$ cat config.mk
export PLATFORM = sky130hd
export DESIGN_NAME = adc_shutdown_ctl
export DESIGN_NICKNAME = d
export VERILOG_FILES = /design/src/rtl/adc_ctl_pkg.sv /design/src/rtl/ser_if.sv /design/src/rtl/ser_rx.sv /design/src/rtl/adc_shutdown_ctl.sv
export SDC_FILE = /design/constraint.sdc
export NUM_CORES = 1
export LEC_CHECK = 0
export BUFFER_PORTS_ARGS = -buffer_cell sky130_fd_sc_hd__buf_2
export CAP_MARGIN = 20
export CELL_PAD_IN_SITES_DETAIL_PLACEMENT = 0
export CELL_PAD_IN_SITES_GLOBAL_PLACEMENT = 2
export CORE_UTILIZATION = 35
export CTS_CLUSTER_SIZE = 28
export DETAILED_ROUTE_END_ITERATION = 12
export GPL_TIMING_DRIVEN = 0
export PLACE_DENSITY_LB_ADDON = 0.1
export REMOVE_ABC_BUFFERS = 1
export SYNTH_ARGS = -nofsm -noshare
export SYNTH_HDL_FRONTEND = slang
export SYNTH_HIERARCHICAL = 1
export SYNTH_SLANG_ARGS = --single-unit
$ cat constraint.sdc
create_clock -name i_clk_sys -period 5.4 [get_ports i_clk_sys]
set_clock_uncertainty 0.05 [all_clocks]
set_input_delay 0.54 -clock i_clk_sys [delete_from_list [all_inputs] [get_ports i_clk_sys]]
set_output_delay 0.54 -clock i_clk_sys [all_outputs]
set_load 0.005 [all_outputs]
$ cat src/rtl/adc_ctl_pkg.sv
// Constants shared by the converter control core and its serial front end.
// Assumes a single 40 MHz system clock and a synchronous active-low reset.
package adc_ctl_pkg;

    // ------------------------------------------------------------------
    // Clock and timing
    // ------------------------------------------------------------------
    localparam int unsigned CLK_HZ        = 40_000_000;
    localparam int unsigned CAL_CYCLES    = 80_000;
    localparam int unsigned CYC_SHORT     = 24;
    localparam int unsigned CYC_LONG      = 32;
    localparam int unsigned CTRL_BITS     = 8;
    localparam logic [4:0]  CONV_SHORT    = 5'(CYC_SHORT - CTRL_BITS);
    localparam logic [4:0]  CONV_LONG     = 5'(CYC_LONG - CTRL_BITS);
    localparam logic [7:0]  DIV_RESET     = 8'h09;

    // ------------------------------------------------------------------
    // Control byte layout
    // ------------------------------------------------------------------
    localparam int unsigned CB_POL        = 6;
    localparam int unsigned CB_CLK_INT    = 5;
    localparam int unsigned CB_MODE_HI    = 4;
    localparam int unsigned CB_MODE_LO    = 3;
    localparam int unsigned CB_GPO_MSB    = 2;
    localparam logic [1:0]  MODE_SHORT    = 2'h0;
    localparam logic [1:0]  MODE_CAL      = 2'h1;
    localparam logic [1:0]  MODE_POWER_DOWN_PIN_N     = 2'h2;
    localparam logic [1:0]  MODE_LONG     = 2'h3;

    // ------------------------------------------------------------------
    // Register map
    // ------------------------------------------------------------------
    localparam logic [3:0]  REG_STATUS    = 4'h0;
    localparam logic [3:0]  REG_RESULT    = 4'h4;
    localparam logic [3:0]  REG_CONFIG    = 4'h8;
    localparam int unsigned ST_PDN        = 0;
    localparam int unsigned ST_CONVERTING = 1;
    localparam int unsigned ST_CALIB      = 2;
    localparam int unsigned ST_BIPOLAR    = 3;
    localparam int unsigned ST_ACQ_LONG   = 4;
    localparam int unsigned ST_PIN_PDN    = 5;
    localparam int unsigned ST_CAL_DONE   = 6;

endpackage

$ cat src/rtl/ser_if.sv
// Carries serial port events from the front end to the control core.
// Assumes both ends sit on the same system clock.
`timescale 1ns/10ps
interface ser_if;
    logic       sclk_rise;
    logic       sclk_fall;
    logic       start_pulse;
    logic       pol_pulse;
    logic       pol_bit;
    logic       byte_pulse;
    logic [7:0] byte_data;
    logic       hold;

    modport rx (output sclk_rise, sclk_fall, start_pulse, pol_pulse,
                output pol_bit, byte_pulse, byte_data, input hold);
    modport core (input sclk_rise, sclk_fall, start_pulse, pol_pulse,
                  input pol_bit, byte_pulse, byte_data, output hold);
endinterface

$ cat src/rtl/ser_rx.sv
// Serial front end: sclk edge detection, start bit hunt, control byte.
// Assumes sclk, din and cs_n are already synchronous to the system clock.
`timescale 1ns/10ps
module ser_rx
    import adc_ctl_pkg::*;
(
    input  wire logic i_clk_sys,
    input  wire logic i_rstn,
    input  wire logic i_sclk,
    input  wire logic i_din,
    input  wire logic i_cs_n,
    ser_if.rx         bus
);
    logic       sclk_reg,  sclk_next;
    logic [2:0] cnt_reg,   cnt_next;
    logic [7:0] sh_reg,    sh_next;
    logic       start_reg, start_next;
    logic       pol_reg,   pol_next;
    logic       polb_reg,  polb_next;
    logic       byte_reg,  byte_next;
    logic       rise;

    assign rise = i_sclk & ~sclk_reg;

    always_comb begin
        sclk_next  = i_sclk;
        cnt_next   = cnt_reg;
        sh_next    = sh_reg;
        start_next = 1'b0;
        pol_next   = 1'b0;
        polb_next  = polb_reg;
        byte_next  = 1'b0;
        if (i_cs_n) begin
            cnt_next = 3'h0;
        end else if (rise && cnt_reg == 3'h0) begin
            // While the core owns sclk for a conversion, no start is hunted.
            if (i_din && !bus.hold) begin
                start_next = 1'b1;
                cnt_next   = 3'h1;
                sh_next    = 8'h01;
            end
        end else if (rise) begin
            sh_next  = {sh_reg[6:0], i_din};
            cnt_next = cnt_reg + 3'h1;
            if (cnt_reg == 3'h1) begin
                pol_next  = 1'b1;
                polb_next = i_din;
            end
            if (cnt_reg == 3'h7) begin
                byte_next = 1'b1;
            end
        end
    end

    always_ff @(posedge i_clk_sys) begin
        if (!i_rstn) begin
            sclk_reg  <= 1'b0;
            cnt_reg   <= 3'h0;
            sh_reg    <= 8'h00;
            start_reg <= 1'b0;
            pol_reg   <= 1'b0;
            polb_reg  <= 1'b0;
            byte_reg  <= 1'b0;
        end else begin
            sclk_reg  <= sclk_next;
            cnt_reg   <= cnt_next;
            sh_reg    <= sh_next;
            start_reg <= start_next;
            pol_reg   <= pol_next;
            polb_reg  <= polb_next;
            byte_reg  <= byte_next;
        end
    end

    assign bus.sclk_rise   = rise;
    assign bus.sclk_fall   = ~i_sclk & sclk_reg;
    assign bus.start_pulse = start_reg;
    assign bus.pol_pulse   = pol_reg;
    assign bus.pol_bit     = polb_reg;
    assign bus.byte_pulse  = byte_reg;
    assign bus.byte_data   = sh_reg;
endmodule

$ cat src/rtl/adc_shutdown_ctl.sv
// Converter control core: mode decode, conversion timing, calibration,
// software and pin power-down, result coding and an Avalon-MM slave.
// Assumes serial pins are synchronous to i_clk_sys and that the analog
// core presents an offset-binary code on i_raw_code at conversion end.
`timescale 1ns/10ps

module adc_shutdown_ctl
    import adc_ctl_pkg::*;
#(
    parameter int unsigned CAL_LEN = CAL_CYCLES
)(
    input  wire logic        i_clk_sys,
    input  wire logic        i_rstn,
    input  wire logic        i_sclk,
    input  wire logic        i_din,
    input  wire logic        i_cs_n,
    input  wire logic        i_power_down_pin_n,
    input  wire logic [13:0] i_raw_code,
    input  wire logic [3:0]  i_avs_address,
    input  wire logic        i_avs_read,
    input  wire logic        i_avs_write,
    input  wire logic [31:0] i_avs_writedata,
    output logic      [31:0] o_avs_readdata,
    output logic             o_avs_waitrequest,
    output logic             o_dout,
    output logic      [2:0]  o_gpo,
    output logic             o_busy,
    output logic             o_powered_down,
    output logic             o_input_polarity_select
);
    // ------------------------------------------------------------------
    // Serial front end
    // ------------------------------------------------------------------
    ser_if sif ();

    ser_rx u_rx (
        .i_clk_sys (i_clk_sys),
        .i_rstn    (i_rstn),
        .i_sclk    (i_sclk),
        .i_din     (i_din),
        .i_cs_n    (i_cs_n),
        .bus       (sif)
    );

    // ------------------------------------------------------------------
    // Control state
    // ------------------------------------------------------------------
    typedef enum logic [2:0] {
        S_IDLE, S_CONV, S_CAL, S_SW_PDN, S_PIN_PDN
    } state_t;

    state_t      state_reg,   state_next;
    logic [4:0]  conv_reg,    conv_next;
    logic [16:0] cal_reg,     cal_next;
    logic [7:0]  div_reg,     div_next;
    logic        clk_int_reg, clk_int_next;
    logic        long_reg,    long_next;
    logic        pol_reg,     pol_next;
    logic        pend_reg,    pend_next;
    logic        caldone_reg, caldone_next;
    logic [2:0]  gpo_reg,     gpo_next;
    logic [13:0] result_reg,  result_next;
    logic [13:0] sh_reg,      sh_next;
    logic [7:0]  cfg_reg,     cfg_next;
    logic        ack_reg,     ack_next;
    logic [31:0] rdata_reg,   rdata_next;
    logic [1:0]  mode;
    logic        tick;
    logic        req;

    assign mode = {sif.byte_data[CB_MODE_HI], sif.byte_data[CB_MODE_LO]};
    assign tick = clk_int_reg ? (div_reg == 8'h00) : sif.sclk_rise;
    assign req  = i_avs_read | i_avs_write;

    // The external clock belongs to an externally clocked conversion until it ends.
    assign sif.hold = (state_reg == S_CONV) && !clk_int_reg;

    always_comb begin
        state_next   = state_reg;
        conv_next    = conv_reg;
        cal_next     = cal_reg;
        div_next     = (div_reg == 8'h00) ? cfg_reg : div_reg - 8'h01;
        clk_int_next = clk_int_reg;
        long_next    = long_reg;
        pol_next     = pol_reg;
        pend_next    = pend_reg;
        caldone_next = caldone_reg;
        gpo_next     = gpo_reg;
        result_next  = result_reg;
        sh_next      = sh_reg;
        if (sif.sclk_fall && !i_cs_n) begin
            sh_next = {sh_reg[12:0], 1'b0};
        end
        if (!i_power_down_pin_n) begin
            state_next = S_PIN_PDN;
        end else begin
            case (state_reg)
                S_PIN_PDN: begin
                    state_next = S_IDLE;
                end
                S_SW_PDN: begin
                    if (sif.start_pulse) begin
                        state_next = S_IDLE;
                    end
                end
                S_CAL: begin
                    if (sif.start_pulse) begin
                        state_next = S_IDLE;
                    end else if (cal_reg == 17'h00000) begin
                        state_next   = S_IDLE;
                        caldone_next = 1'b1;
                    end else begin
                        cal_next = cal_reg - 17'h00001;
                    end
                end
                S_CONV: begin
                    if (tick) begin
                        conv_next = conv_reg - 5'h01;
                    end
                    if (tick && conv_reg == 5'h01) begin
                        // Bipolar core code is offset binary: flip the MSB.
                        result_next = pol_reg
                            ? {~i_raw_code[13], i_raw_code[12:0]}
                            : i_raw_code;
                        sh_next    = result_next;
                        state_next = pend_reg ? S_SW_PDN : S_IDLE;
                    end
                end
                S_IDLE: begin
                    if (sif.byte_pulse) begin
                        gpo_next     = sif.byte_data[CB_GPO_MSB:0];
                        clk_int_next = sif.byte_data[CB_CLK_INT];
                        pend_next    = (mode == MODE_POWER_DOWN_PIN_N);
                        case (mode)
                            MODE_CAL: begin
                                state_next   = S_CAL;
                                cal_next     = 17'(CAL_LEN - 1);
                                caldone_next = 1'b0;
                            end
                            MODE_SHORT: begin
                                long_next  = 1'b0;
                                conv_next  = CONV_SHORT;
                                state_next = S_CONV;
                            end
                            MODE_LONG: begin
                                long_next  = 1'b1;
                                conv_next  = CONV_LONG;
                                state_next = S_CONV;
                            end
                            default: begin
                                conv_next  = long_reg ? CONV_LONG
                                                      : CONV_SHORT;
                                state_next = S_CONV;
                            end
                        endcase
                    end
                end
                default: begin
                    state_next = S_IDLE;
                end
            endcase
        end
        // Range follows the second bit at once, ahead of the mode decode.
        if (sif.pol_pulse && state_next != S_PIN_PDN) begin
            pol_next = sif.pol_bit;
        end
    end

    always_ff @(posedge i_clk_sys) begin
        if (!i_rstn) begin
            state_reg   <= S_IDLE;
            conv_reg    <= 5'h00;
            cal_reg     <= 17'h00000;
            div_reg     <= DIV_RESET;
            clk_int_reg <= 1'b0;
            long_reg    <= 1'b0;
            pol_reg     <= 1'b0;
            pend_reg    <= 1'b0;
            caldone_reg <= 1'b0;
            gpo_reg     <= 3'h0;
            result_reg  <= 14'h0000;
            sh_reg      <= 14'h0000;
        end else begin
            state_reg   <= state_next;
            conv_reg    <= conv_next;
            cal_reg     <= cal_next;
            div_reg     <= div_next;
            clk_int_reg <= clk_int_next;
            long_reg    <= long_next;
            pol_reg     <= pol_next;
            pend_reg    <= pend_next;
            // Power-down leaves the calibration flag untouched.
            caldone_reg <= caldone_next;
            gpo_reg     <= gpo_next;
            result_reg  <= result_next;
            sh_reg      <= sh_next;
        end
    end

    // ------------------------------------------------------------------
    // Avalon-MM slave, one wait state on every access
    // ------------------------------------------------------------------
    always_comb begin
        ack_next   = req && !ack_reg;
        cfg_next   = cfg_reg;
        rdata_next = rdata_reg;
        // A write lands only at the edge that sees waitrequest low.
        if (i_avs_write && ack_reg && i_avs_address == REG_CONFIG) begin
            cfg_next = i_avs_writedata[7:0];
        end
        if (req && !ack_reg) begin
            rdata_next = 32'h00000000;
            case (i_avs_address)
                REG_STATUS: begin
                    rdata_next[ST_PDN]        = o_powered_down;
                    rdata_next[ST_CONVERTING] = (state_reg == S_CONV);
                    rdata_next[ST_CALIB]      = (state_reg == S_CAL);
                    rdata_next[ST_BIPOLAR]    = pol_reg;
                    rdata_next[ST_ACQ_LONG]   = long_reg;
                    rdata_next[ST_PIN_PDN]    = (state_reg == S_PIN_PDN);
                    rdata_next[ST_CAL_DONE]   = caldone_reg;
                end
                REG_RESULT: rdata_next[13:0] = result_reg;
                REG_CONFIG: rdata_next[7:0]  = cfg_reg;
                default:    rdata_next       = 32'h00000000;
            endcase
        end
    end

    always_ff @(posedge i_clk_sys) begin
        if (!i_rstn) begin
            ack_reg   <= 1'b0;
            cfg_reg   <= DIV_RESET;
            rdata_reg <= 32'h00000000;
        end else begin
            ack_reg   <= ack_next;
            cfg_reg   <= cfg_next;
            rdata_reg <= rdata_next;
        end
    end

    assign o_avs_waitrequest       = req && !ack_reg;
    assign o_avs_readdata          = rdata_reg;
    assign o_dout                  = sh_reg[13];
    assign o_gpo                   = gpo_reg;
    assign o_busy                  = (state_reg == S_CONV)
                                   || (state_reg == S_CAL);
    assign o_powered_down          = (state_reg == S_SW_PDN)
                                   || (state_reg == S_PIN_PDN);
    assign o_input_polarity_select = pol_reg;
endmodule

==> metrics.txt <==
die height 122 um; worst min-delay path class in2reg; vias in the first global route 3,905; Setup CP Type reg2reg; Post-CTS Resized 0; post-detail-place hpwl 8300 um; slowest stage delay, CP 0.93 ns; layout cells sized above 1 0.152; final worst-path cycle share 0.553; most common cell after layout, fill and taps aside dfxtp_1; wire per inst 15.1 um; worst path bufs/invs 0; H-tree depth 3; Syn-to-layout area delta 14.2%; Vias 4,160; WL final 12,100 um; Clk Latency, worst-skew pair 0.35 ns; CP max FO 16; ANT cells 0; highest clock rate 0.335 GHz; Synth Warn # 6; Final setup viols 0; DR iter-0 viols 223; first-pass GRT wire length 19,900 um; # port buffers 55; fin. max-slew vios 0; Placer Congestion 0.757; clock buffer depth 2; starting density of the core 0.360; CP delay by family, top compound AO/OA/AOI/OAI gates; die area 0.0148 mm^2; Max Cap Viol 0; Clock Sinks 106; Final #Nets 684; # DRC 0; Worst setup EP type register; most frequent cells in the layout dfxtp_1 (106), nand2_1 (63), buf_2 (56), nor2_1 (53), a21oi_1 (32); vias per inst 5.21; Layout Cells excl Fill 799; max reg flops 17; global-route usage over all layers 0.174; area of the mapped netlist 0.00501 mm^2; Rel. slew slack 0.291; core area 0.0139 mm^2; WP data required 5.60 ns; post-route setup slack 2.41 ns; final hold vios 0; Die W 122 um; placed cells 782; pwr dens 288 mW/mm^2; clk slew on worst S/H paths 0.08 ns; leakage 2.13 nW; Post-DRT Antenna Nets 0; I/O pin cnt 98; Syn Area/Cell 8.70 um^2; row cnt 43; Worst Setup Start Kind register; post-cts hold buffer count 0; Arr. time, crit path 3.19 ns; CTS Buf Count 9; Setup WS pre-CTS 2.30 ns; maximum vdd ir drop 0.147 mV; GRT overflow 0; crit-path cells nor3b_1 -> o21ai_0 -> a211oi_1 -> nand2_1 -> a32o_1; post-CTS setup buffers 0; hold_ws 0.356 ns; initial antenna violation count 0; Pre-antenna DRT Iters 4; outcome finished, final reports clean; RSZ-0062 raised after global routing no; largest net degree at the start of global routing 53; overall power 1.65 mW; clk root buf clkbuf_16; CP max-delay cell nor3b_1; Syn Inst Count 576; CTS tree built; Worst Tran Pin Value 1.06 ns; Tmin final 2.99 ns
## through the flow
stage	utilization	cell area, um^2	setup TNS [ns]
finish	0.411	5720	0
global route	0.411	5720	0
CTS	0.410	5720	0
detailed placement	0.386	5380	0
global placement	0.380	5300	-0.0899
floorplan	-	4800	0
## layout make-up
cell class	count	area, um^2
multi-input combinational	421	2640
clock buffer	10	239
sequential	106	2120
fill	1428	8210
clock inverter	6	95.1
inverter	15	57.6
tap	180	225
timing repair buffer	61	347
## report_power, final
| part | internal (mW) | total (mW) | switching [mW] |
|---|---|---|---|
| Sequential | 0.792 | 0.805 | 0.0130 |
| Clock | 0.425 | 0.736 | 0.311 |
| Combinational | 0.0400 | 0.105 | 0.0650 |
## routing by layer
layer  global-route usage  vias up  wire length, um
met5                    0        -                0
met4               0.0610        0              119
met3               0.0379        8              428
met2                0.277       73             5460
met1                0.231     1976             6050
li1                     -     2103                -
## worst reg2reg max path, cell delays in order, from the launching register on
cell and delay [ns]:
dfxtp_1 0.49, nor3b_1 0.93, o21ai_0 0.52, a211oi_1 0.52
nand2_1 0.11, a32o_1 0.26
## path summary, 6_finish.rpt
path                                               from                 endpoint  slack [ns]  cells past startpoint
worst max register to register  state_reg[0]$_SDFF_PN0_  cal_reg[4]$_SDFFE_PN0P_        2.41                      5
worst min register to register    o_gpo[1]$_SDFFE_PN0P_    o_gpo[1]$_SDFFE_PN0P_        0.40                      2
worst max-delay path            state_reg[0]$_SDFF_PN0_  cal_reg[4]$_SDFFE_PN0P_        2.41                      5
worst min-delay path                 i_avs_writedata[0]  cfg_reg[0]$_SDFFE_PN1P_        0.36                      3
Power figures use the tool's default switching activity.
